File: src/core/swrst_regs.vh
/*
 Offsets, field positions, reset values and timing counts for the
 software reset controller. Assumes inclusion by bare name.
*/
`ifndef SWRST_REGS_VH
`define SWRST_REGS_VH
// Byte offset of the request register; low bits pick its lane on the bus
`define SW_RESET_REQUEST_ADDR 10'h02F
// Own register: capability contents and valid flag, word aligned
`define CAPABILITY_ADDR 10'h0C0
`define RST_ALL_BIT 0
`define RST_CMD_BIT 1
`define RST_DAT_BIT 2
`define RST_FIELD_W 3
`define RST_REG_RESET 8'h00
// Pulse lengths in controller clock cycles
`define ALL_PULSE_CYCLES 8'h10
`define CMD_PULSE_CYCLES 8'h04
`define DAT_PULSE_CYCLES 8'h04
// Cycles to load capability contents after a full reset pulse
`define CAP_LOAD_CYCLES 8'h08
`endif

File: src/core/pulse_timer.v
/*
 One per-section reset pulse timer: a start pulse loads a count and
 the busy flag stays high until it runs out.
 Assumes start and clock on the same domain, synchronous reset.
*/
`timescale 1ns/1ps
module pulse_timer #(
  parameter [7:0] LENGTH = 8'h04
) (
  // Clock and reset
  input wire clk_i,
  input wire rst_i,
  // Control
  input wire start_i,
  output reg busy_o
);
  reg [7:0] count;
  always @(posedge clk_i) begin
    if (rst_i) begin
      count <= 8'h00;
      busy_o <= 1'b0;
    end else if (start_i) begin
      // Restart while busy just stretches the pulse
      count <= LENGTH;
      busy_o <= 1'b1;
    end else if (count > 8'h01) begin
      count <= count - 8'h01;
    end else begin
      count <= 8'h00;
      busy_o <= 1'b0;
    end
  end
endmodule

File: src/core/sw_reset_ctrl.v
/*
 Software reset controller: one request register over classic Wishbone,
 three self-clearing request bits driving section reset pulses.
 Assumes a single 10 MHz clock and synchronous active-high reset; the
 card detect logic lives elsewhere and is never given these resets.
*/
`timescale 1ns/1ps
`include "swrst_regs.vh"
module sw_reset_ctrl #(
  parameter [31:0] CAP_VALUE = 32'h0000_0000
) (
  // Clock and reset
  input wire clk_i,
  input wire rst_i,
  // Wishbone slave
  input wire cyc_i,
  input wire stb_i,
  input wire we_i,
  input wire [3:0] sel_i,
  input wire [9:0] adr_i,
  input wire [31:0] dat_i,
  output reg [31:0] dat_o,
  output reg ack_o,
  output reg err_o,
  // Section resets
  output reg all_reset_o,
  output reg cmd_reset_o,
  output reg dat_reset_o,
  // Flag clears towards status registers
  output reg clr_cmd_inhibit_o,
  output reg clr_cmd_complete_o,
  output reg clr_data_flags_o,
  // Capability contents
  output reg cap_valid_o,
  output reg [31:0] cap_o
);
  // ****************************************
  // Bus decode
  // ****************************************
  // Register is one byte lane of its 32-bit word; other lanes are ignored
  localparam [9:0] RST_ADDR = `SW_RESET_REQUEST_ADDR;
  localparam [9:0] CAP_ADDR = `CAPABILITY_ADDR;
  localparam integer LANE_LSB = 8 * RST_ADDR[1:0];
  localparam [1:0] CAP_IDLE = 2'b00;
  localparam [1:0] CAP_WAIT = 2'b01;
  localparam [1:0] CAP_LOAD = 2'b10;
  reg [1:0] cap_state;
  reg [1:0] next_cap_state;
  reg [7:0] cap_count;
  reg [7:0] next_cap_count;
  reg cap_loaded;
  reg load_done;
  reg next_ack;
  reg next_err;
  reg [31:0] next_dat;
  wire req = cyc_i & stb_i & ~ack_o & ~err_o;
  wire hit_rst = (adr_i[9:2] == RST_ADDR[9:2]);
  wire hit_cap = (adr_i[9:2] == CAP_ADDR[9:2]);
  wire hit_any = hit_rst | hit_cap;
  wire wr_rst = req & we_i & hit_rst & sel_i[RST_ADDR[1:0]];
  wire rd_rst = req & ~we_i & hit_rst;
  wire rd_cap = req & ~we_i & hit_cap;
  // Reserved bits of the written byte are never looked at
  wire [`RST_FIELD_W-1:0] wr_bits = dat_i[LANE_LSB +: `RST_FIELD_W];
  wire [`RST_FIELD_W-1:0] start;
  wire [`RST_FIELD_W-1:0] busy;
  wire [`RST_FIELD_W-1:0] clear;
  wire [`RST_FIELD_W-1:0] live;
  wire full_block = all_reset_o | start[`RST_ALL_BIT];
  wire full_active = busy[`RST_ALL_BIT] | start[`RST_ALL_BIT];
  wire cap_busy = (cap_state != CAP_IDLE);

  // ****************************************
  // Section pulse timers
  // ****************************************
  assign start[`RST_ALL_BIT] = wr_rst & wr_bits[`RST_ALL_BIT];
  // Full reset owns both paths, so it blocks their own pulses
  assign start[`RST_CMD_BIT] = wr_rst & wr_bits[`RST_CMD_BIT] & ~full_block;
  assign start[`RST_DAT_BIT] = wr_rst & wr_bits[`RST_DAT_BIT] & ~full_block;

  genvar g;
  generate
    for (g = 0; g < `RST_FIELD_W; g = g + 1) begin : sections
      if (g == `RST_ALL_BIT) begin : full
        assign clear[g] = rst_i;
        assign live[g] = busy[g] | start[g];
      end else begin : part
        // A full reset cancels a running path pulse
        assign clear[g] = rst_i | start[`RST_ALL_BIT];
        assign live[g] = (busy[g] | start[g]) & ~start[`RST_ALL_BIT];
      end
      pulse_timer #(
        .LENGTH(g == `RST_ALL_BIT ? `ALL_PULSE_CYCLES :
                (g == `RST_CMD_BIT ? `CMD_PULSE_CYCLES : `DAT_PULSE_CYCLES))
      ) i_pulse_timer (
        .clk_i(clk_i),
        .rst_i(clear[g]),
        .start_i(start[g]),
        .busy_o(busy[g])
      );
    end
  endgenerate

  // ****************************************
  // Capability load after full reset
  // ****************************************
  // Full load count only the first time; repeats reload the contents one cycle after the pulse
  wire [7:0] cap_reload = cap_loaded ? 8'h01 : `CAP_LOAD_CYCLES;
  always @* begin
    next_cap_state = cap_state;
    next_cap_count = cap_count;
    load_done = 1'b0;
    case (cap_state)
      CAP_IDLE: begin
        if (full_active) begin
          next_cap_state = CAP_WAIT;
          next_cap_count = cap_reload;
        end
      end
      CAP_WAIT, CAP_LOAD: begin
        if (full_active) begin
          next_cap_state = CAP_WAIT;
          next_cap_count = cap_reload;
        end else if (cap_count > 8'h01) begin
          next_cap_state = CAP_LOAD;
          next_cap_count = cap_count - 8'h01;
        end else begin
          next_cap_state = CAP_IDLE;
          next_cap_count = 8'h00;
          load_done = 1'b1;
        end
      end
      default: begin
        next_cap_state = CAP_IDLE;
        next_cap_count = 8'h00;
      end
    endcase
  end

  always @(posedge clk_i) begin
    if (rst_i) begin
      cap_state <= CAP_IDLE;
      cap_count <= 8'h00;
      cap_loaded <= 1'b0;
      cap_valid_o <= 1'b0;
      cap_o <= 32'h0000_0000;
    end else begin
      cap_state <= next_cap_state;
      cap_count <= next_cap_count;
      if (full_active) begin
        cap_valid_o <= cap_loaded;
      end else if (load_done) begin
        cap_loaded <= 1'b1;
        cap_valid_o <= 1'b1;
        cap_o <= CAP_VALUE;
      end
    end
  end

  // ****************************************
  // Section reset outputs
  // ****************************************
  // Full reset holds until capabilities are valid, not just the pulse
  wire next_all = live[`RST_ALL_BIT] | cap_busy;
  always @(posedge clk_i) begin
    if (rst_i) begin
      all_reset_o <= 1'b0;
      cmd_reset_o <= 1'b0;
      dat_reset_o <= 1'b0;
      clr_cmd_inhibit_o <= 1'b0;
      clr_cmd_complete_o <= 1'b0;
      clr_data_flags_o <= 1'b0;
    end else begin
      // Card detect has no input here, so it is never reset
      all_reset_o <= next_all;
      // Command reset stays local to the command path
      cmd_reset_o <= live[`RST_CMD_BIT];
      clr_cmd_inhibit_o <= live[`RST_CMD_BIT];
      clr_cmd_complete_o <= live[`RST_CMD_BIT];
      dat_reset_o <= live[`RST_DAT_BIT];
      clr_data_flags_o <= live[`RST_DAT_BIT];
    end
  end

  // ****************************************
  // Bus answer
  // ****************************************
  // Request bits read back as the live reset state, so polling sees 1
  wire [7:0] rst_view = {5'h00, dat_reset_o, cmd_reset_o, all_reset_o};
  wire [31:0] rst_word = {24'h000000, rst_view} << LANE_LSB;
  wire [31:0] cap_word = {cap_valid_o, 31'h0000_0000} | (cap_valid_o ? cap_o : 32'h0000_0000);
  always @* begin
    next_ack = 1'b0;
    next_err = 1'b0;
    next_dat = 32'h0000_0000;
    if (req) begin
      next_ack = hit_any;
      next_err = ~hit_any;
      if (rd_rst) begin
        next_dat = rst_word;
      end else if (rd_cap) begin
        next_dat = cap_word;
      end
    end
  end

  always @(posedge clk_i) begin
    if (rst_i) begin
      ack_o <= 1'b0;
      err_o <= 1'b0;
      dat_o <= 32'h0000_0000;
    end else begin
      ack_o <= next_ack;
      err_o <= next_err;
      dat_o <= next_dat;
    end
  end
endmodule

File: config.mk
export PLATFORM = sky130hd
export DESIGN_NAME = sw_reset_ctrl
export DESIGN_NICKNAME = d
export VERILOG_FILES = /design/src/core/pulse_timer.v /design/src/core/sw_reset_ctrl.v
export VERILOG_INCLUDE_DIRS = /design/src /design/src/core
export SDC_FILE = /design/constraint.sdc
export NUM_CORES = 1
export LEC_CHECK = 0
export BUFFER_PORTS_ARGS = -buffer_cell sky130_fd_sc_hd__buf_2
export CORE_MARGIN = 5
export CORE_UTILIZATION = 42
export DETAILED_ROUTE_END_ITERATION = 16
export PLACE_DENSITY = 0.75
export SLEW_MARGIN = 20
export SYNTH_ARGS = -nofsm -noshare
export SYNTH_HDL_FRONTEND = slang
export SYNTH_SLANG_ARGS = --single-unit
File: constraint.sdc
create_clock -name clk_i -period 1.95 [get_ports clk_i]
set_input_delay 0.195 -clock clk_i [delete_from_list [all_inputs] [get_ports clk_i]]
set_output_delay 0.195 -clock clk_i [all_outputs]
set_load 0.02 [all_outputs]
== Yosys cells after proc, flatten, opt, wreduce, memory -nomap -nowiden ==
Index checks and enable logic that the tools add are counted.
Storage, ports and cells
  bits in registers: 48
  input port bits: 51
Cells by class
  add/subtract/negate cells: 4
  magnitude comparators: 4
  equality and inequality tests: 8
  muxes and demuxes: 27
  bitwise gates (word level): 35
  reductions and logical operators: 10
Operators by type and width (count)
  greater-than comparator 8 x 1 -> 1 bit (second input constant): 4
  subtractor 8 x 1 -> 8 bit (second input constant): 4
  2-to-1 mux 27 bit: 1
  2-to-1 mux 8 bit: 3
  AND 1 bit: 16
  case mux 8 bit (2 select lines): 1
  2-to-1 mux 3 bit: 4
  NOT 1 bit: 12
  2-to-1 mux 1 bit: 11
  2-to-1 mux 5 bit: 2
  OR reduction 3 bit: 3
  equality test 8 x 4 -> 1 bit (second input constant): 1
  equality test 8 x 6 -> 1 bit (second input constant): 1
  bitwise OR 1 bit: 7
  2-to-1 mux 2 bit: 3
  != test 2 x 1 -> 1 bit (second input constant): 3
  2-to-1 mux 4 bit: 1
  case mux 2 bit (2 select lines): 1
  nonzero test 2 bit: 2
  OR reduction 2 bit: 2
  OR reduction 4 bit: 1
  equality test 2 x 1 -> 1 bit (second input constant): 1
  equality test 2 bit (second input constant): 1
  logical NOT 2 bit: 1
  other kinds (2): 2

== Depth between registers and ports, before layout ==
  depth in word-level cells: 12
  mapped depth: 7
  depth with buffers taken out: 7

== Cells and area by module ==
Synthesis repeated with hierarchy kept, for this count alone.
Unflattened totals
  cell total of the unflattened synthesis: 330
  area, all modules: 2869.0 µm²
Modules (own cells, without submodules)
  sw_reset_ctrl: instances 1, cells an instance 192, area an instance 1571.5 µm², seq. area each 420.4 µm²
  pulse_timer (sections[1].i_pulse_timer ...): instances 2, cells an instance 45, area an instance 425.4 µm², seq. area each 180.2 µm²
  pulse_timer (sections[0].i_pulse_timer): instances 1, cells an instance 48, area an instance 446.7 µm², seq. area each 180.2 µm²

== Least setup slack after synthesis ==
Ideal clock, no wire load.
  path kind: reg-to-reg
  start point: register cap_state[1]
  end point: register cap_count[6]
  library setup time: 74 ps
  data arrival time: 1928 ps
  path slack: -52 ps
  cell stages (with the launch flop): 8
  buffers on the path: 0
  period minus slack after synthesis: 2002 ps
  cells stage by stage: dfxtp_1 inv_1 ha_1 inv_1 or3_1 nor4b_2 inv_1 o21ai_0
Between the ends
  cells in the longest elaborated chain, start to end: 3
RTL lines
  start, declared: line sw_reset_ctrl.v:47  | reg [1:0] cap_state;
  start signal, assigned: line sw_reset_ctrl.v:148  | cap_state <= next_cap_state;
  equality test 2 x 1 -> 1 bit / equality test 2 bit (equally long branches): line sw_reset_ctrl.v:113  | case (cap_state)
  OR reduction 2 bit: line sw_reset_ctrl.v:113
  case mux 8 bit (2 select lines): line sw_reset_ctrl.v:113
  end signal, assigned: line sw_reset_ctrl.v:149  | cap_count <= next_cap_count;
  end, declared: line sw_reset_ctrl.v:49  | reg [7:0] cap_count;
Parallel ways exist; a longest one is shown, timed or not.
A chain may end at the register's enable or synchronous reset.

== Worst setup path after layout ==
  start point: register cap_state[0]
  end point: register cap_count[7]
The elaborated chain is that of the path after synthesis.

==> flow_summary.toml <==
[synthesis]
netlist_instances = 309
post_synth_num_cell_types = 42
synth_top_cell_by_area = "dfxtp_1"
synth-compound-area-share = 0.08004
synthFlopType = "dfxtp_1"
synth_edf_count = 0
synthMuxAreaShare = 0.01572
synth_top_family_by_area = "simple AND/OR/NAND/NOR gates"
yosys.area_share.simple = 0.2172
netlist_area_sq_um = 2626
async_flop_share = 0
netlist.area_leader.share = 0.3659
ys_seq_area_frac = 0.3659
ys_top_cells_by_area = "dfxtp_1 (37%), buf_4 (18%), nor2_1 (6.1%)"
yosysWarnings = 0
synthXorXnorAreaFrac = 0.06336
ys_ff_latch = 48
synthAdderAreaFrac = 0.04764
syn_avg_cell_area_sq_um = 8.499

[cts]
clkSinkCount = 48
cts_buffer_depth = 2
postCtsSetupBuffers = 0
root_buffer = "clkbuf_8"
htree_levels = 2
clock_latency_ns = 0.30
cts_tree = "done"
clkTransAtPathRegs_ns = 0.09
cts_hold_buf = 0
cts_buffers = 5

[power]
p_sw_frac = 0.3712
p_int_uw = 2083
powerDensity_nw_per_um2 = 1158
irDropWorstVdd_mv = 0.6017
p_comb_frac = 0.387
p_leak_uw = 0.001321
netSwitchingPower_uw = 1229
seq_power_share = 0.426
clockPowerShare = 0.186

[min_path]
hold_end = "dat_o[31]"
hold_depth = 2
worstHoldStart = "we_i"
holdCritPathClass = "in2reg"

[run]
maxCapViolations = 0

[grt]
busiest_layer = "met2"
grt_overflow_total = 0
grt_pass1_wl_um = 7452
met2_usage = 0.2119
grt.total_usage = 0.1163
grt_util_met3 = 0.02396
grt_pass1_vias = 1805
met1_usage = 0.1344
grt_max_degree = 16
antenna_found_initial = 0

[worst_setup_path]
r2r-end = "cap_count[7]"
path_delay_family = "simple AND/OR/NAND/NOR gates"
crit_type = "reg2reg"
cp-startpoint = "cap_state[0]"
crit_buf_inv = 3
reg2reg_slack_ns = 0.12
startpoint_type = "flip-flop"
crit_slowest_cell = "or3_4"
critPathMaxStageDelay_ns = 0.41
crit_required_ns = 2.20
cpMostUsedCell = "inv_1"
crit_arrival_ns = 2.07
reg2reg_depth = 8
path_cells = "inv_1 -> ha_4 -> inv_1 -> or3_4 -> nor4b_4 -> buf_6 -> a21o_1 -> a22o_1"
cp_max_fo = 8
path_depth = 8
crit_path_end_kind = "flip-flop"
r2r-start = "cap_state[0]"

[timing]
finalSetupViolations = 0
final_hold_viol_count = 0
fin_crit_sh = 0.9360
fin_worst_skew_ns = 0.008326
slew_violations = 0
final.setup.tns_ns = 0
period_minus_slack_ns = 1.825
max_freq_ghz = 0.5479
rsz0062_at_grt = "no"
worst_pin_slew_ns = 0.6452
max_slew_margin = 0.5666

[final_layout]
regArea_sq_um = 963.4
multi_input_area_sq_um = 1368
fillers = 580
final_cell_mix = "conb_1 (60), dfxtp_1 (46), nor2_1 (43)"
n_antenna_cell = 0
final_common_cell = "conb_1"
finalNetCount = 416
layout-drive-gt1-share = 0.1938
fin_util = 0.4772
syn2layout_area_growth_pct = 8.861

[route]
dr.pass1.iters = 4
via_per_inst = 4.510
num_vias = 1944
ant_nets = 0
finalWirelength_um = 4657
drc = 0
wire_per_inst_um = 10.81
drt_iter0_drc = 78

[floorplan]
ioPinCount = 124
rows = 28
fp.dieW_um = 89.08
die_y_um = 89.08
dieArea_sq_um = 7934
core_area_sq_um = 5991
initial_core_util = 0.4384

[placement]
gp_congestion = 0.8032
place_hpwl_um = 3666
numPortBuffers = 29

[status]
status = "completed"
per-layer routing:
| metal | routed length, um | share of wire |
|---|---|---|
| met5 | 0 | 0 |
| met4 | 54 | 0.012 |
| met3 | 374 | 0.080 |
| met2 | 2276 | 0.49 |
| met1 | 1952 | 0.42 |
synthesized netlist by cell type (2+ instances only):
cell	number
o22ai_1	3
nand2_1	19
or4_1	2
clkbuf_1	2
or2_2	3
ha_1	10
o21ai_0	5
inv_1	18
a21oi_1	12
xnor2_1	15
buf_4	63
dfxtp_1	48
o32ai_1	2
or3_1	4
xor2_1	4
nor4_1	8
nand2b_1	2
nor3_1	11
nand4bb_1	2
mux2i_1	3
nand3_1	7
and2_1	3
nor2_1	43
nor2b_1	2
through the flow:
step                setup slack, ns  cell area [sq um]  total power [uW]  hold WS [ns]  cells
CTS                         0.03764               2838              3341       0.09438    431
global placement            0.02705               2735              2658        0.4162    423
detailed placement         0.006591               2735              2701        0.4199    423
floorplan                   0.06231               2856              2551        0.2730    368
finish                       0.1248               2859              3312        0.1036    431
global route                0.01084               2859              3614        0.1053    431
worst max path at each step:
stage	end	slack, ns
2_1_floorplan	cap_count[6]	0.06
3_3_place_gp	sections[1].i_pulse_timer.count[6]	0.03
3_5_place_dp	sections[1].i_pulse_timer.count[5]	0.007
4_1_cts	cap_count[6]	0.04
5_1_grt	cap_count[7]	0.01
6_report	cap_count[7]	0.12
power groups by stage:
stage	Combinational, uW	Clock [uW]	Sequential [uW]
after global routing	1480	684	1450
after detailed placement	1270	0	1430
final	1280	618	1410
after CTS	1290	643	1410
after global placement	1230	0	1420
after floorplan	1160	0	1390
timing repair:
action / 4_1_cts / 5_1_grt
pin swaps: 0 / 0
cloned: 0 / 0
resized for setup: 1 / 8
setup endpoints to repair: 1 / 13
final cells by class:
| type | count | share of cell area |
|---|---|---|
| clock inverter | 2 | 0.005252 |
| timing repair buffer | 45 | 0.09409 |
| clock buffer | 6 | 0.02888 |
| sequential | 48 | 0.3370 |
| multi-input combinational | 237 | 0.4783 |
| inverter | 18 | 0.02363 |
| tap | 75 | 0.03282 |
cell families (layout without fill, tap and decap cells):
| group | count (synthesis) | in the layout |
|---|---|---|
| AOI/OAI and AO/OA | 32 | 32 |
| xor gates and xnor gates | 19 | 19 |
| adders and majority gates | 10 | 10 |
| buffers and inverters | 83 | 71 |
| DFF | 48 | 48 |
| muxes | 4 | 4 |
| other | 1 | 60 |
| and+or+nand+nor | 112 | 112 |
flip-flops by register name, summed over array words and instances (netlist names):
name and count:
ack_o 1, all_reset_o 1, cap_count 8, cap_loaded 1
cap_state 2, cap_valid_o 1, clr_cmd_complete_o 1, clr_data_flags_o 1
dat_o 4, err_o 1, sections.i_pulse_timer.busy_o 3, sections.i_pulse_timer.count 24
worst register-to-register path, stage by stage, from the launching register on:
cell and delay [ns]:
dfxtp_2 0.33, inv_1 0.07, ha_4 0.27, inv_1 0.05
or3_4 0.41, nor4b_4 0.27, buf_6 0.16, a21o_1 0.11
a22o_1 0.12
Power figures use the tool's default switching activity.
